File: src/rtl/ext_query_pkg.sv
// Purpose: shared constants for the extended query table responder
// Assumes: one 32-bit register word per query location
// Notes: query location n sits at byte address 4*n
package ext_query_pkg;

    // query location indices
    localparam logic [7:0] PTR_LO_IDX = 8'h15;
    localparam logic [7:0] PTR_HI_IDX = 8'h16;
    localparam logic [7:0] SIG0_IDX = 8'h35;
    localparam logic [7:0] SIG1_IDX = 8'h36;
    localparam logic [7:0] SIG2_IDX = 8'h37;
    localparam logic [7:0] MAJOR_IDX = 8'h38;
    localparam logic [7:0] MINOR_IDX = 8'h39;
    localparam logic [7:0] FEAT0_IDX = 8'h3A;
    localparam logic [7:0] FEAT1_IDX = 8'h3B;
    localparam logic [7:0] FEAT2_IDX = 8'h3C;
    localparam logic [7:0] FEAT3_IDX = 8'h3D;
    localparam logic [7:0] SUSP_IDX = 8'h3E;
    localparam logic [7:0] LOCK0_IDX = 8'h3F;
    localparam logic [7:0] LOCK1_IDX = 8'h40;

    // table contents
    localparam logic [15:0] PTR_VAL = 16'h0035;
    localparam logic [7:0] SIG0_VAL = 8'h50;
    localparam logic [7:0] SIG1_VAL = 8'h52;
    localparam logic [7:0] SIG2_VAL = 8'h49;
    localparam logic [7:0] MAJOR_VAL = 8'h31;
    localparam logic [7:0] MINOR_VAL = 8'h30;
    localparam logic [31:0] FEAT_VAL = 32'h00000006;
    localparam logic [7:0] SUSP_VAL = 8'h01;
    localparam logic [15:0] LOCK_VAL = 16'h0003;

    // bus map
    localparam logic [11:0] CTRL_ADDR = 12'h400;
    localparam logic [11:0] STAT_ADDR = 12'h404;
    localparam logic [1:0] QUERY_AREA = 2'h0;

    // control fields
    localparam int CTRL_QEN_BIT = 0;
    localparam int CTRL_ESUSP_BIT = 1;
    localparam int CTRL_PSUSP_BIT = 2;
    localparam logic [2:0] CTRL_RESET = 3'h1;

    // status fields
    localparam int STAT_OFS_LSB = 0;
    localparam int STAT_QEN_BIT = 8;
    localparam int STAT_SUSP_LSB = 9;
    localparam int STAT_CNT_LSB = 16;

    // responses
    localparam logic [1:0] RESP_OKAY = 2'h0;
    localparam logic [1:0] RESP_SLVERR = 2'h2;
    localparam logic [1:0] RESP_DECERR = 2'h3;

    typedef enum logic [1:0] {
        RD_IDLE = 2'b00,
        RD_ROM = 2'b01,
        RD_RESP = 2'b11
    } rd_state_t;

    typedef enum logic [1:0] {
        KIND_QUERY = 2'h0,
        KIND_CTRL = 2'h1,
        KIND_STAT = 2'h2,
        KIND_NONE = 2'h3
    } kind_t;

endpackage

File: src/rtl/query_rom.sv
// Purpose: fixed query byte table with registered read data
// Assumes: one lookup per enable, data valid the cycle after
// Notes: hit_r low for locations this table does not hold
`timescale 1ns/100ps
module query_rom (
    input wire logic aclk,
    input wire logic aresetn,
    input wire logic rd_en,
    input wire logic [7:0] rd_idx,
    output logic [7:0] rd_byte_r,
    output logic rd_hit_r
);
    logic [7:0] byte_nxt;
    logic hit_nxt;

    // multi-byte fields: least significant byte at lowest location [RULE11]
    always_comb begin
        byte_nxt = 8'h00;
        hit_nxt = 1'b1;
        case (rd_idx)
            ext_query_pkg::PTR_LO_IDX: byte_nxt = ext_query_pkg::PTR_VAL[7:0]; // [RULE9] [RULE10]
            ext_query_pkg::PTR_HI_IDX: byte_nxt = ext_query_pkg::PTR_VAL[15:8]; // [RULE10]
            ext_query_pkg::SIG0_IDX: byte_nxt = ext_query_pkg::SIG0_VAL; // [RULE1]
            ext_query_pkg::SIG1_IDX: byte_nxt = ext_query_pkg::SIG1_VAL; // [RULE1]
            ext_query_pkg::SIG2_IDX: byte_nxt = ext_query_pkg::SIG2_VAL; // [RULE1]
            ext_query_pkg::MAJOR_IDX: byte_nxt = ext_query_pkg::MAJOR_VAL; // [RULE2]
            ext_query_pkg::MINOR_IDX: byte_nxt = ext_query_pkg::MINOR_VAL; // [RULE3]
            ext_query_pkg::FEAT0_IDX: byte_nxt = ext_query_pkg::FEAT_VAL[7:0]; // [RULE4]
            ext_query_pkg::FEAT1_IDX: byte_nxt = ext_query_pkg::FEAT_VAL[15:8]; // [RULE5]
            ext_query_pkg::FEAT2_IDX: byte_nxt = ext_query_pkg::FEAT_VAL[23:16]; // [RULE5]
            ext_query_pkg::FEAT3_IDX: byte_nxt = ext_query_pkg::FEAT_VAL[31:24]; // [RULE5]
            ext_query_pkg::SUSP_IDX: byte_nxt = ext_query_pkg::SUSP_VAL; // [RULE7]
            ext_query_pkg::LOCK0_IDX: byte_nxt = ext_query_pkg::LOCK_VAL[7:0]; // [RULE8]
            ext_query_pkg::LOCK1_IDX: byte_nxt = ext_query_pkg::LOCK_VAL[15:8]; // [RULE8]
            default: hit_nxt = 1'b0;
        endcase
    end

    always_ff @(posedge aclk) begin
        if (!aresetn) begin
            rd_byte_r <= 8'h00;
            rd_hit_r <= 1'b0;
        end else if (rd_en) begin
            rd_byte_r <= byte_nxt;
            rd_hit_r <= hit_nxt;
        end
    end
endmodule

File: src/rtl/ext_query_responder.sv
// Purpose: AXI4-Lite responder for the extended query table
// Assumes: one read and one write at most under way at a time
// Notes: only the low 12 address bits are decoded; upper bits alias
//
// Function
// (RULE1) signature locations read 50, 52, 49
// (RULE2) major version location reads 31
// (RULE3) minor version location reads 30
// (RULE4) first feature byte reads 06, one flag per feature
// (RULE5) reserved feature bits 5 to 31 read zero
// (RULE6) query reads are accepted while erase or program is suspended
// (RULE7) functions-after-suspend byte reads 01, upper bits zero
// (RULE8) lock status field reads 03 then 00
// (RULE9) table base comes from pointer at location 15; host reads it first
// (RULE10) pointer reads 35 low byte, 00 high byte
// (RULE11) least significant byte at lowest location, one byte on low lines
//
// Chosen here: the AXI4-Lite interface to the registers.
`timescale 1ns/100ps
module ext_query_responder #(
    parameter int ADDR_W = 12
) (
    input wire logic aclk,
    input wire logic aresetn,
    input wire logic [ADDR_W-1:0] awaddr,
    input wire logic awvalid,
    output logic awready,
    input wire logic [31:0] wdata,
    input wire logic [3:0] wstrb,
    input wire logic wvalid,
    output logic wready,
    output logic [1:0] bresp,
    output logic bvalid,
    input wire logic bready,
    input wire logic [ADDR_W-1:0] araddr,
    input wire logic arvalid,
    output logic arready,
    output logic [31:0] rdata,
    output logic [1:0] rresp,
    output logic rvalid,
    input wire logic rready
);
    generate
        if (ADDR_W < 12) begin : g_bad_addr
            $error("ADDR_W must be at least 12");
        end
    endgenerate

    ext_query_pkg::rd_state_t rd_state_r;
    ext_query_pkg::kind_t rd_kind_r;
    ext_query_pkg::kind_t ar_kind;
    logic arready_r;
    logic rvalid_r;
    logic [31:0] rdata_r;
    logic [1:0] rresp_r;
    logic [7:0] rd_idx_r;
    logic [31:0] rd_word_nxt;
    logic [1:0] rd_resp_nxt;
    logic rom_en;
    logic [7:0] rom_byte;
    logic rom_hit;
    logic q_sel;

    logic awready_r;
    logic wready_r;
    logic bvalid_r;
    logic [1:0] bresp_r;
    logic aw_got_r;
    logic w_got_r;
    logic [11:0] wr_addr_r;
    logic [2:0] wr_data_r;
    logic wr_lane0_r;

    logic [2:0] ctrl_r;
    logic [7:0] last_ofs_r;
    logic [15:0] qcnt_r;
    logic [31:0] stat_word;

    assign awready = awready_r;
    assign wready = wready_r;
    assign bvalid = bvalid_r;
    assign bresp = bresp_r;
    assign arready = arready_r;
    assign rvalid = rvalid_r;
    assign rdata = rdata_r;
    assign rresp = rresp_r;

    // read address decode
    always_comb begin
        if (araddr[11:10] == ext_query_pkg::QUERY_AREA) begin
            ar_kind = ext_query_pkg::KIND_QUERY;
        end else if (araddr[11:0] == ext_query_pkg::CTRL_ADDR) begin
            ar_kind = ext_query_pkg::KIND_CTRL;
        end else if (araddr[11:0] == ext_query_pkg::STAT_ADDR) begin
            ar_kind = ext_query_pkg::KIND_STAT;
        end else begin
            ar_kind = ext_query_pkg::KIND_NONE;
        end
    end

    assign rom_en = arvalid && arready_r;

    query_rom u_rom (
        .aclk(aclk),
        .aresetn(aresetn),
        .rd_en(rom_en),
        .rd_idx(araddr[9:2]),
        .rd_byte_r(rom_byte),
        .rd_hit_r(rom_hit)
    );

    assign q_sel = (rd_kind_r == ext_query_pkg::KIND_QUERY) && ctrl_r[ext_query_pkg::CTRL_QEN_BIT];

    // status word assembly
    always_comb begin
        stat_word = 32'h00000000;
        stat_word[ext_query_pkg::STAT_OFS_LSB +: 8] = last_ofs_r;
        stat_word[ext_query_pkg::STAT_QEN_BIT] = ctrl_r[ext_query_pkg::CTRL_QEN_BIT];
        stat_word[ext_query_pkg::STAT_SUSP_LSB +: 2] = ctrl_r[2:1];
        stat_word[ext_query_pkg::STAT_CNT_LSB +: 16] = qcnt_r;
    end

    // read data selection; query bytes sit on the low lines [RULE11]
    always_comb begin
        rd_word_nxt = 32'h00000000;
        rd_resp_nxt = ext_query_pkg::RESP_OKAY;
        case (rd_kind_r)
            ext_query_pkg::KIND_QUERY: begin
                if (!ctrl_r[ext_query_pkg::CTRL_QEN_BIT]) begin
                    rd_word_nxt = 32'h00000000;
                end else if (rom_hit) begin
                    rd_word_nxt = {24'h000000, rom_byte}; // [RULE11]
                end else begin
                    rd_resp_nxt = ext_query_pkg::RESP_DECERR;
                end
            end
            ext_query_pkg::KIND_CTRL: rd_word_nxt = {29'h00000000, ctrl_r};
            ext_query_pkg::KIND_STAT: rd_word_nxt = stat_word;
            default: rd_resp_nxt = ext_query_pkg::RESP_DECERR;
        endcase
    end

    // read channel; never gated by suspend state [RULE6]
    always_ff @(posedge aclk) begin
        if (!aresetn) begin
            rd_state_r <= ext_query_pkg::RD_IDLE;
            rd_kind_r <= ext_query_pkg::KIND_NONE;
            arready_r <= 1'b0;
            rvalid_r <= 1'b0;
            rdata_r <= 32'h00000000;
            rresp_r <= ext_query_pkg::RESP_OKAY;
            rd_idx_r <= 8'h00;
        end else begin
            case (rd_state_r)
                ext_query_pkg::RD_IDLE: begin
                    arready_r <= 1'b1;
                    if (arvalid && arready_r) begin // [RULE6]
                        arready_r <= 1'b0;
                        rd_idx_r <= araddr[9:2];
                        rd_kind_r <= ar_kind;
                        rd_state_r <= ext_query_pkg::RD_ROM;
                    end
                end
                ext_query_pkg::RD_ROM: begin
                    rvalid_r <= 1'b1;
                    rdata_r <= rd_word_nxt;
                    rresp_r <= rd_resp_nxt;
                    rd_state_r <= ext_query_pkg::RD_RESP;
                end
                ext_query_pkg::RD_RESP: begin
                    if (rready) begin
                        rvalid_r <= 1'b0;
                        rd_state_r <= ext_query_pkg::RD_IDLE;
                    end
                end
                default: begin
                    arready_r <= 1'b0;
                    rvalid_r <= 1'b0;
                    rd_state_r <= ext_query_pkg::RD_IDLE;
                end
            endcase
        end
    end

    // query read bookkeeping for the status word
    always_ff @(posedge aclk) begin
        if (!aresetn) begin
            last_ofs_r <= 8'h00;
            qcnt_r <= 16'h0000;
        end else if (rd_state_r == ext_query_pkg::RD_ROM && q_sel && rom_hit) begin
            last_ofs_r <= rd_idx_r;
            qcnt_r <= qcnt_r + 16'h0001;
        end
    end

    // write channel; address and data taken in either order
    always_ff @(posedge aclk) begin
        if (!aresetn) begin
            awready_r <= 1'b0;
            wready_r <= 1'b0;
            bvalid_r <= 1'b0;
            bresp_r <= ext_query_pkg::RESP_OKAY;
            aw_got_r <= 1'b0;
            w_got_r <= 1'b0;
            wr_addr_r <= 12'h000;
            wr_data_r <= 3'h0;
            wr_lane0_r <= 1'b0;
            ctrl_r <= ext_query_pkg::CTRL_RESET;
        end else begin
            awready_r <= !aw_got_r && !bvalid_r && !(awvalid && awready_r);
            wready_r <= !w_got_r && !bvalid_r && !(wvalid && wready_r);
            if (awvalid && awready_r) begin
                aw_got_r <= 1'b1;
                wr_addr_r <= awaddr[11:0];
            end
            if (wvalid && wready_r) begin
                w_got_r <= 1'b1;
                wr_data_r <= wdata[2:0];
                wr_lane0_r <= wstrb[0];
            end
            if (aw_got_r && w_got_r && !bvalid_r) begin
                aw_got_r <= 1'b0;
                w_got_r <= 1'b0;
                bvalid_r <= 1'b1;
                if (wr_addr_r == ext_query_pkg::CTRL_ADDR) begin
                    bresp_r <= ext_query_pkg::RESP_OKAY;
                    if (wr_lane0_r) begin
                        ctrl_r <= wr_data_r;
                    end
                end else if (wr_addr_r[11:10] == ext_query_pkg::QUERY_AREA ||
                             wr_addr_r == ext_query_pkg::STAT_ADDR) begin
                    bresp_r <= ext_query_pkg::RESP_SLVERR;
                end else begin
                    bresp_r <= ext_query_pkg::RESP_DECERR;
                end
            end
            if (bvalid_r && bready) begin
                bvalid_r <= 1'b0;
            end
        end
    end

    // checks on the answers the table gives
    property p_sig;
        @(posedge aclk) disable iff (!aresetn)
        (rd_state_r == ext_query_pkg::RD_ROM && q_sel && rd_idx_r == 8'h35) |=>
            (rvalid_r && rdata_r == 32'h00000050);
    endproperty
    a_sig: assert property (p_sig) else $error("signature byte 0 wrong"); // [RULE1]

    property p_sig_tail;
        @(posedge aclk) disable iff (!aresetn)
        (rd_state_r == ext_query_pkg::RD_ROM && q_sel && rd_idx_r inside {8'h36, 8'h37}) |=>
            rdata_r[7:0] == (rd_idx_r == 8'h36 ? 8'h52 : 8'h49);
    endproperty
    a_sig_tail: assert property (p_sig_tail) else $error("signature tail wrong"); // [RULE1]

    property p_major;
        @(posedge aclk) disable iff (!aresetn)
        $rose(rvalid_r) && q_sel && rd_idx_r == 8'h38 |-> rdata_r[7:0] == 8'h31;
    endproperty
    a_major: assert property (p_major) else $error("major version wrong"); // [RULE2]

    property p_minor;
        @(posedge aclk) disable iff (!aresetn)
        $rose(rvalid_r) && q_sel && rd_idx_r == 8'h39 |-> rdata_r[7:0] == 8'h30;
    endproperty
    a_minor: assert property (p_minor) else $error("minor version wrong"); // [RULE3]

    property p_feat;
        @(posedge aclk) disable iff (!aresetn)
        (rd_state_r == ext_query_pkg::RD_ROM && q_sel && rd_idx_r == 8'h3A) |=>
            (rdata_r[7:0] == 8'h06 && rresp_r == 2'h0);
    endproperty
    a_feat: assert property (p_feat) else $error("feature byte wrong"); // [RULE4]

    property p_feat_rsvd;
        @(posedge aclk) disable iff (!aresetn)
        (rd_state_r == ext_query_pkg::RD_ROM && q_sel && rd_idx_r inside {[8'h3B:8'h3D]}) |=>
            (rvalid_r && rdata_r == 32'h00000000);
    endproperty
    a_feat_rsvd: assert property (p_feat_rsvd) else $error("reserved feature bits set"); // [RULE5]

    property p_susp_read;
        @(posedge aclk) disable iff (!aresetn)
        (arvalid && arready_r && ctrl_r[2:1] != 2'b00) |->
            ##2 (rvalid_r && rresp_r != 2'h2);
    endproperty
    a_susp_read: assert property (p_susp_read) else $error("read refused while suspended"); // [RULE6]

    property p_after_susp;
        @(posedge aclk) disable iff (!aresetn)
        $rose(rvalid_r) && q_sel && rd_idx_r == 8'h3E |-> rdata_r == 32'h00000001;
    endproperty
    a_after_susp: assert property (p_after_susp) else $error("suspend field wrong"); // [RULE7]

    property p_lock;
        @(posedge aclk) disable iff (!aresetn)
        (rd_state_r == ext_query_pkg::RD_ROM && q_sel && rd_idx_r inside {8'h3F, 8'h40}) |=>
            rdata_r[7:0] == (rd_idx_r == 8'h3F ? 8'h03 : 8'h00);
    endproperty
    a_lock: assert property (p_lock) else $error("lock status field wrong"); // [RULE8]

    property p_ptr;
        @(posedge aclk) disable iff (!aresetn)
        $rose(rvalid_r) && q_sel && rd_idx_r inside {8'h15, 8'h16} |->
            rdata_r[7:0] == (rd_idx_r == 8'h15 ? 8'h35 : 8'h00) && rresp_r == 2'h0;
    endproperty
    a_ptr: assert property (p_ptr) else $error("table pointer wrong"); // [RULE9] [RULE10]

    property p_low_lines;
        @(posedge aclk) disable iff (!aresetn)
        (rvalid_r && rd_kind_r == ext_query_pkg::KIND_QUERY) |-> rdata_r[31:8] == 24'h000000;
    endproperty
    a_low_lines: assert property (p_low_lines) else $error("query data above low byte"); // [RULE11]

endmodule

File: config.mk
export PLATFORM = sky130hd
export DESIGN_NAME = ext_query_responder
export DESIGN_NICKNAME = d
export VERILOG_FILES = /design/src/rtl/ext_query_pkg.sv /design/src/rtl/query_rom.sv /design/src/rtl/ext_query_responder.sv
export SDC_FILE = /design/constraint.sdc
export NUM_CORES = 1
export LEC_CHECK = 0
export ABC_AREA = 1
export BUFFER_PORTS_ARGS = -buffer_cell sky130_fd_sc_hd__buf_2
export CORE_UTILIZATION = 55
export DETAILED_ROUTE_END_ITERATION = 10
export HOLD_SLACK_MARGIN = 0.06
export PLACE_DENSITY = 0.79
export SLEW_MARGIN = 20
export SYNTH_ARGS = -nofsm -noshare
export SYNTH_HDL_FRONTEND = slang
export SYNTH_SLANG_ARGS = --single-unit
File: constraint.sdc
create_clock -name aclk -period 4.32 [get_ports aclk]
set_clock_uncertainty 0.1 [all_clocks]
set_input_delay 0.432 -clock aclk [delete_from_list [all_inputs] [get_ports aclk]]
set_output_delay 0.432 -clock aclk [all_outputs]
set_load 0.05 [all_outputs]
# Word level (Yosys, flattened, before mapping)

Index checks and enable logic that the tools add are counted.

Output and inout bits: 41
Input bits: 67
Word-level logic and storage cells: 100
Register bits: 107

Reductions and logical operators: 32
Bitwise logic cells: 2
Eq/ne operators: 24
Muxes and demuxes: 20
Add/subtract/negate cells: 1

Operators by type and width:

| operator              | count |
|---|---|
| $pmux 32 s3           | 1 |
| $eq 8x6->1 const B    | 11 |
| $pmux 7 s9            | 1 |
| $eq 12x11->1 const B  | 4 |
| $add 16x1->16 const B | 1 |
| $eq 8x5->1 const B    | 2 |
| $mux 8                | 2 |
| $mux 2                | 7 |
| $reduce_or 14->1      | 1 |
| $logic_and 1x1->1     | 13 |
| $eq 8x7->1 const B    | 1 |
| $logic_not 2->1       | 4 |
| $reduce_or 2->1       | 4 |
| $pmux 2 s3            | 1 |
| $reduce_and 2->1      | 3 |
| $logic_not 1->1       | 5 |
| $mux 1                | 5 |
| $eq 2x1->1 const B    | 2 |
| $eq 2x2->1 const B    | 2 |
| $ne 2x2->1 const B    | 2 |
| $pmux 2 s2            | 1 |
| $pmux 1 s3            | 1 |
| $reduce_and 3->1      | 1 |
| $not 1->1             | 2 |
| 2 further kinds       | 2 |

# Longest topological paths before layout

Gate-level depths: netlist of run 1.

Word-level depth: 4
Gate-level depth with buffers: 10
Depth with buffers taken out: 10

# By module

Synthesis of run 1 repeated with hierarchy kept, for this count alone.

Cells, all modules: 601
Area total of the unflattened synthesis: 4,426.7 µm²

Modules (own cells, without submodules):

| module              | instances | area each (µm²) | cells an instance | sequential area each (µm²) |
|---|---|---|---|---|
| ext_query_responder | 1         | 3,886.2         | 510               | 1,841.8 |
| query_rom           | 1         | 540.5           | 91                | 160.2 |

# Worst setup path after synthesis of run 1

No wires, ideal clock.

Path kind: reg2reg
From: register arready_r (netlist: arready)
To: register rd_idx_r[1]
Stages on the path, launching flop included: 8
Setup time: 70 ps
Buffers on the path: 1
Period minus slack after synthesis: 1,640 ps
Arrival: 1,470 ps
Data required time: 4,150 ps
Slack: 2,680 ps
Cells stage by stage: dfxtp_1 > nand2_1 > inv_2 > nand2_1 > inv_2 > buf_2 > o21ai_0 > a21oi_1

Cells in the longest elaborated chain, start to end: 2

Ends and longest elaborated chain:

| what                       | RTL line                   | text |
|---|---|---|
| from (decl)                | ext_query_responder.sv:52  | `logic arready_r;` |
| from (signal assigned)     | ext_query_responder.sv:148 | `arready_r <= 1'b0;` |
| from (signal assigned)     | ext_query_responder.sv:156 | `arready_r <= 1'b1;` |
| from (signal assigned)     | ext_query_responder.sv:158 | `arready_r <= 1'b0;` |
| $logic_and 1x1->1          | ext_query_responder.sv:157 | `if (arvalid && arready_r) begin` |
| $reduce_and 2->1 (no line) | -                          |  |
| to (signal assigned)       | ext_query_responder.sv:159 | `rd_idx_r <= araddr[9:2];` |
| to (decl)                  | ext_query_responder.sv:56  | `logic [7:0] rd_idx_r;` |

Every way passes these cells.
A chain may end at the register's enable or synchronous reset.

# Worst setup path in the final report of run 1

From: register rd_state_r[0]
To: register qcnt_r[9]

Cells in the longest elaborated chain, start to end: 3

Ends and longest elaborated chain:

| what                            | RTL line                   | text |
|---|---|---|
| from (decl)                     | ext_query_responder.sv:49  | `ext_query_pkg::rd_state_t rd_state_r;` |
| from (signal assigned)          | ext_query_responder.sv:146 | `rd_state_r <= ext_query_pkg::RD_IDLE;` |
| from (signal assigned)          | ext_query_responder.sv:161 | `rd_state_r <= ext_query_pkg::RD_ROM;` |
| from (signal assigned)          | ext_query_responder.sv:168 | `rd_state_r <= ext_query_pkg::RD_RESP;` |
| $eq 2x1->1                      | ext_query_responder.sv:190 | `end else if (rd_state_r == ext_query_pkg::RD_ROM && q_sel && rom_hit) begin` |
| $logic_and 1x1->1 (2 in series) | ext_query_responder.sv:190 |  |
| to (signal assigned)            | ext_query_responder.sv:192 | `qcnt_r <= qcnt_r + 16'h0001;` |
| to (decl)                       | ext_query_responder.sv:76  | `logic [15:0] qcnt_r;` |

Every way passes these cells.

==> results of run 1 <==
-- routing by layer --
layer	share of wire	up-vias	track usage
li1	-	2014	-
met1	0.44	1757	0.286
met2	0.49	105	0.413
met3	0.045	14	0.0381
met4	0.019	0	0.102
met5	0	-	0
-- stage by stage --
stage | area [µm²] | setup slack, ns | hold WS (ns) | cells
after floorplan | 4290 | 2.68 | 0.299 | 585
after global placement | 4610 | 2.22 | 0.319 | 729
after detailed placement | 4610 | 2.19 | 0.335 | 729
after CTS | 4830 | 2.38 | 0.125 | 745
after global routing | 4830 | 2.16 | 0.125 | 745
final | 4830 | 2.39 | 0.141 | 745
-- cells in the mapped netlist (2+ instances only) --
cell type and instances:
a21oi_1 50, a22oi_1 20, buf_2 5, buf_4 7, buf_6 5, clkbuf_1 11, clkinv_1 2, dfxtp_1 100
inv_1 43, inv_2 6, nand2_1 108, nand2_4 2, nand3_1 20, nand3_2 3, nand4_1 12, nor2_1 112
nor2_2 3, nor2_4 4, nor3_1 7, nor4_1 3, o211ai_1 2, o21ai_0 50
-- flip-flops by register name (all words and copies together), names as in the netlist, 2 cells and up --
register and cells:
bresp 2, qcnt_r 16, ctrl_r 3, wr_data_r 3, last_ofs_r 8, rd_state_r 2
wr_addr_r 12, rdata 27, rd_kind_r 2, rd_idx_r 8, u_rom.rd_byte_r 7
-- where the power goes --
group	switching, mW	internal, mW	leakage, nW	total, mW
sequential	0.0292	0.960	0.811	0.990
combinational	0.167	0.0573	1.23	0.225
clock	0.324	0.329	0.102	0.652
total	0.520	1.35	2.14	1.87
-- area by class of cell --
cell class / count / area (µm²) / share of cell area
flip-flops and latches: 100 / 2000 / 0.414
multi-input cells: 406 / 1920 / 0.397
repair buffers: 73 / 373 / 0.0771
inverters: 51 / 191 / 0.0396
clock buffers: 9 / 124 / 0.0256
well taps: 99 / 124 / 0.0256
clock inverters: 7 / 100 / 0.0207
-- cell families (layout without fill, tap and decap cells) --
logic type                 Yosys count  after routing  share of synthesized area
buffers and inverters               79            140                     0.0858
and+or+nand+nor                    277            277                      0.284
adders and majority gates            1              1                    0.00293
DFF                                100            100                      0.469
AOI/OAI and AO/OA                  123            123                      0.158
other                                1              5                   0.000878
-- worst paths after layout --
check | to | slack [ns] | cells past startpoint
worst max-delay path | qcnt_r[9] | 2.39 | 9
worst min-delay path | bvalid | 0.14 | 2
worst max register to register | qcnt_r[9] | 2.39 | 9
worst min register to register | bresp[1] | 0.35 | 2
==> results.cfg, run 1 <==
[logic_synthesis]
synth_area_leaders = dfxtp_1, nor2_1, nand2_1
synth_top_area_frac = 0.469
avgSynthCellArea_um2 = 7.35
synthCells = 581
async_reset_ff_frac = 0
synthFlopType = dfxtp_1
synth_area_um2 = 4270
synth_edf_count = 0
seq_area_frac_synth = 0.469
ys_warn_count = 0
ys_types = 28
synth_seq_cells = 100
synth_top_area_cell = dfxtp_1

[layout]
drive_gt1_frac = 0.169
fin_nets = 709
final_cell_mix = nor2_1, nand2_1, dfxtp_1, buf_2
synthToLayoutAreaGrowth_pct = 13.1
fill_cells = 653
diodes = 0
utilization = 0.656
layout_commonest_cell = nor2_1

[cts]
clockRootBuffer = clkbuf_8
hold_buffers = 0
cts.htree.levels = 3
cts_buffer_depth = 2
clk_latency_ns = 0.36
postCtsSetupBuffers = 0
cts-buffers-inserted = 9
tritoncts = built
clk_pin_slew_ns = 0.09
cts.repair.resized = 0
cts_sinks = 100

[worst_setup_path]
critPathLaunchType = flop
cp.required_ns = 4.48
crit_buf_inv = 2
crit_path_cell_trace = inv_2 -> nor2_4 -> inv_2 -> nor2_8 -> nand2_4 -> nor2_2 -> nand2_1 -> nand2_1 -> a21oi_1
cpPeakStageDelay_ns = 0.37
crit_start = rd_state_r[0]
timing.rr.start = rd_state_r[0]
path_delay_family = simple AND/OR/NAND/NOR gates
path_max_fanout = 30
crit_type = flop to flop
cpMaxStageDelayCell = dfxtp_1
end_kind = flop
cp_data_arrival_time_ns = 2.09

[floorplan]
die_x_um = 90.1
num_rows = 31
dieHeight_um = 90.1
start_util = 0.580
ioPinCount = 108
core-area_um2 = 7370
die_area_um2 = 8130

[global_route]
grt_first_pass_wirelength_um = 15700
grt_pass1_vias = 3543
antenna_found_initial = 0
grt_overflow = 0
grt_max_degree = 50
track_usage = 0.236

[route]
num_vias = 3890
initialDrtViolationCount = 202
viasPerCell = 5.22
drc = 0
wl_um = 8970
wl_per_cell_um = 12.0
ant_nets = 0
first_pass_iters = 4

[timing]
relSlewSlack = 0.558
tns_ns = 0
setup_viol = 0
maxSlewViolCount = 0
tightest_slew_ns = 0.662
rsz0062_at_grt = no
hold_viol_final = 0
fin_crit_ns = 1.93
fin_crit_sh = 0.446
max_freq_ghz = 0.519

[power]
powerDensity_nw_per_um2 = 386
peakVddDrop_mv = 0.208
p_total_mw = 1.87
leakagePower_nw = 2.14

[outcome]
status = finished clean

[place]
numPortBuffers = 70
gp_congestion = 0.835
dp_hpwl_um = 6440

[hold_path]
hp-start = bready
hold_class = input port to flop

[run]
maxCapViolCount = 0
Power figures use the tool's default switching activity.
==> run 2: changes to the inputs <==
- CORE_UTILIZATION: 55 -> 48
- PLACE_DENSITY: 0.79 -> 0.73
- clock period: 4.32 -> 1.6 ns (I/O delays scaled with it)
==> run 2 against run 1 <==
- routed wire length grew 14%
- clock-buffer cell count grew 1
- sequential power grew to 2.7 times the previous value
- critical path depth fell by 4
- hold slack worse by 0.12 ns
- worst setup slack worse by 2.3 ns
- register-to-register slack got worse by 2.3 ns
- die area is 14% higher
- first-iteration DRC count is 13% lower
- combinational power increased to 3.4 times the previous value
- fmax is 25% higher
- clock power rose to 2.9 times the previous value
==> results.cfg, run 2 (synthesis gave the netlist of run 1 again) <==
[timing]
hold-worst-slack_ns = 0.0250
maxSlewViolCount = 0
fin_crit_sh = 0.963
hold_viol_final = 0
rsz0062_at_grt = yes
fin_crit_ns = 1.54
setup_ws_ns = 0.0586
setup_viol = 0
max_freq_ghz = 0.649
tns_ns = 0

[route]
num_vias = 4092
viasPerCell = 5.10
wl_per_cell_um = 12.7
ant_nets = 0
initialDrtViolationCount = 175
first_pass_iters = 5
wl_um = 10200
drc = 0

[floorplan]
core-area_um2 = 8680
dieHeight_um = 96.4
start_util = 0.492
ioPinCount = 108
num_rows = 34
die_x_um = 96.4
die_area_um2 = 9280

[layout]
largest_reg_flops = 27
fill_cells = 800
layout_commonest_cell = nand2_1
seqCellArea_um2 = 2010
utilization = 0.617
final_cell_count_no_fill = 803
synthToLayoutAreaGrowth_pct = 25.4
drive_gt1_frac = 0.191
fin_nets = 758
post-route-cell-area_um2 = 5360
diodes = 0
multi_input_area_um2 = 1950
final_cell_mix = nand2_1, nor2_1, dfxtp_1, buf_2, a21oi_1

[global_route]
grt_max_degree = 36
track_usage = 0.228
antenna_found_initial = 0
grt_first_pass_wirelength_um = 16200
grt_overflow = 0
grt_pass1_vias = 3630

[worst_setup_path]
cp_data_arrival_time_ns = 1.71
critPathLaunchType = flop
crit_path_cell_trace = nand2_1 -> buf_6 -> o21ai_1 -> dlygate4sd3_1 -> a21oi_1
path_delay_family = buffers and inverters
path_max_fanout = 16
cpMaxStageDelayCell = dlygate4sd3_1
crit_type = flop to flop
cp.required_ns = 1.77
end_kind = flop
cpPeakStageDelay_ns = 0.58
crit_buf_inv = 2

[cts]
cts_sinks = 100
clk_pin_slew_ns = 0.09
clk_latency_ns = 0.37
cts-buffers-inserted = 9
tritoncts = built
cts.htree.levels = 3
clockRootBuffer = clkbuf_8
cts_buffer_depth = 2

[power]
leakagePower_nw = 2.37
peakVddDrop_mv = 0.450
p_total_mw = 5.34
powerDensity_nw_per_um2 = 997

[place]
numPortBuffers = 70
dp_slack_ns = 0.119
placed_area_um2 = 4710
dp_hpwl_um = 6790
dp.cells = 750
gp_congestion = 0.883

[hold_path]
hold_class = input port to flop

[run]
maxCapViolCount = 0

[outcome]
status = finished clean
run 2: cell types whose count changed in the layout (fill, tap and decap cells not counted), moves of 2 or more:
cell and change:
o21ai_0 -5, buf_4 +12, nor2_2 +4, nor2_1 -5, o21ai_1 +4, clkinvlp_4 -2, dlygate4sd3_1 +36, dfxtp_2 +4
dfxtp_1 -4
run 2: layer usage:
layer | GRT usage | up-vias | wire length [µm] | part of all wire
met3 | 0.0395 | 23 | 410 | 0.040
met5 | 0 | - | 0 | 0
met4 | 0.120 | 0 | 276 | 0.027
met1 | 0.277 | 1845 | 4540 | 0.44
met2 | 0.385 | 113 | 5000 | 0.49
li1 | - | 2111 | - | -
run 2: area by class of cell:
class | instances | area share
clock buffer | 10 | 0.0238
clock inverter | 6 | 0.0208
inverter | 51 | 0.0357
multi-input combinational | 406 | 0.363
sequential | 100 | 0.375
tap | 108 | 0.0252
timing repair buffer | 122 | 0.156
run 2: worst min-delay path, delay by kind of cell:
| family | cells | cell delay, ns |
|---|---|---|
| buf+inv | 1 | 0.07 |
| simple gates | 4 | 0.24 |
run 2: what timing repair did:
item                                    CTS  global route
hold buffers                             37             0
buffers inserted                          0             1
gates resized for setup                   0            19
hold endpoints to repair                 34             0
endpoints found under the setup margin    0            15
run 2: path summary, 6_finish.rpt:
check             from            to  slack (ns)  cells past startpoint
min reg2reg    w_got_r        wready        0.33                      1
min          araddr[1]  rd_kind_r[1]        0.02                      5
max            awready  wr_addr_r[2]        0.06                      5
max reg2reg    awready  wr_addr_r[2]        0.06                      5
run 2: report_power, final:
group / total [mW] / internal, mW / switching (mW)
combinational: 0.755 / 0.256 / 0.500
clock: 1.91 / 1.04 / 0.868
sequential: 2.67 / 2.59 / 0.0783
==> run 3: changes to the inputs <==
- CORE_ASPECT_RATIO: unset -> 0.6
==> run 3 against run 2 <==
- via count decreased by 0.37%
- first-iteration DRC count is 39% higher
- worst setup slack better by 0.041 ns
- critical path type unchanged
- largest cell class unchanged
- largest power group unchanged
- highest routed layer unchanged
==> results.cfg, run 3 (synthesis gave the netlist of run 1 again) <==
[outcome]
status = finished clean

[layout]
post-route-cell-area_um2 = 5290
drive_gt1_frac = 0.188
synthToLayoutAreaGrowth_pct = 23.9
layout_commonest_cell = nor2_1
fin_nets = 743
utilization = 0.619
largest_reg_flops = 27
diodes = 0
final_cell_mix = nor2_1, nand2_1, dfxtp_1, buf_2, a21oi_1

[route]
wl_per_cell_um = 13.2
drc = 0
ant_nets = 0
viasPerCell = 5.15
wl_um = 10500
first_pass_iters = 7
num_vias = 4077
initialDrtViolationCount = 243

[power]
swShare = 0.265
leakagePower_nw = 2.33
clockPowerShare = 0.394
power.switching_mw = 1.49
p_int_mw = 4.13
p_seq_frac = 0.476
p_total_mw = 5.62
powerDensity_nw_per_um2 = 1060
combPwrFrac = 0.130
peakVddDrop_mv = 0.597

[timing]
hold-worst-slack_ns = 0.0675
max_freq_ghz = 0.667
hold_viol_final = 0
maxSlewViolCount = 0
fin_crit_ns = 1.50
fin_crit_sh = 0.938
setup_viol = 0

[hold_path]
hold_class = input port to flop

[global_route]
grt_max_degree = 49
track_usage = 0.236
grt_pass1_vias = 3683
grt_overflow = 0
grt_first_pass_wirelength_um = 16800
antenna_found_initial = 0

[place]
dp_hpwl_um = 7390
placed_area_um2 = 4750
numPortBuffers = 70
gp_congestion = 0.892

[floorplan]
dieHeight_um = 75.1
die_area_um2 = 9300
ioPinCount = 108
num_rows = 26
start_util = 0.499
die_x_um = 124
core-area_um2 = 8560

[cts]
postCtsSetupBuffers = 0
tritoncts = built
cts.htree.levels = 3
cts-buffers-inserted = 9
clk_pin_slew_ns = 0.07
cts_sinks = 100
cts_buffer_depth = 2
clk_latency_ns = 0.34
clockRootBuffer = clkbuf_16

[worst_setup_path]
critPathLaunchType = flop
crit_type = flop to flop
end_kind = flop
cp_data_arrival_time_ns = 1.63
cp.required_ns = 1.73
path_max_fanout = 7

[run]
maxCapViolCount = 0
-- run 3: cell types whose count changed in the layout (fill, tap and decap cells not counted), sizes merged --
cell         change
clkinvlp         -1
buf              +1
dlygate4sd3     -15
bufinv           -2
clkinv           +2
-- run 3: area by class of cell --
| class | instances | area (µm²) |
|---|---|---|
| Inverter | 51 | 191 |
| Clock buffer | 11 | 253 |
| Tap cell | 112 | 140 |
| Fill cell | 756 | 3260 |
| Clock inverter | 5 | 57.6 |
| Sequential cell | 100 | 2000 |
| Multi-Input combinational cell | 406 | 1940 |
| Timing Repair Buffer | 107 | 706 |
-- run 3: per-stage QoR --
stage | TNS (ns) | instances | worst slack [ns]
global placement | 0 | 755 | 0.160
finish | 0 | 792 | 0.0998
detailed placement | 0 | 755 | 0.110
floorplan | 0 | 585 | 0.148
CTS | 0 | 792 | 0.0913
global route | -0.000432 | 792 | -0.000432
-- run 3: path summary, 6_finish.rpt --
kind | from | endpoint | slack, ns | depth (start not counted)
worst max-delay path | qcnt_r[5] | qcnt_r[9] | 0.1 | 9
worst min register to register | w_got_r | wready | 0.32 | 1
worst max register to register | qcnt_r[5] | qcnt_r[9] | 0.1 | 9
worst min-delay path | awaddr[2] | wr_addr_r[2] | 0.07 | 3
-- run 3: worst max-delay path, cell delays in order, from the launching register on --
cell     delay, ns
dfxtp_1       0.47
nand2_1       0.14
inv_1         0.08
nand2_1       0.08
nor2_4        0.13
nand2_4       0.08
nor2_2        0.15
nand2_1       0.06
nand2_1       0.06
a21oi_1       0.04
-- run 3: layer usage --
layer / vias to the layer above / global-route usage / part of all wire
li1: 2091 / - / -
met1: 1847 / 0.322 / 0.50
met2: 123 / 0.364 / 0.42
met3: 16 / 0.0682 / 0.066
met4: 0 / 0.0696 / 0.016
met5: - / 0 / 0
-- run 3: what timing repair did --
action | in CTS | in global routing
hold buffers | 21 | 0
endpoints found under the setup margin | 0 | 8
hold endpoints to repair | 23 | 0
gates resized for setup | 0 | 8
-- run 3: power groups by stage --
| stage | Sequential [mW] | Clock [mW] | Combinational, mW |
|---|---|---|---|
| global route | 2.68 | 2.36 | 0.810 |
| finish | 2.67 | 2.22 | 0.731 |
| detailed placement | 2.72 | 0 | 0.681 |
| floorplan | 2.78 | 0 | 0.431 |
| global placement | 2.72 | 0 | 0.657 |
| CTS | 2.67 | 2.25 | 0.723 |
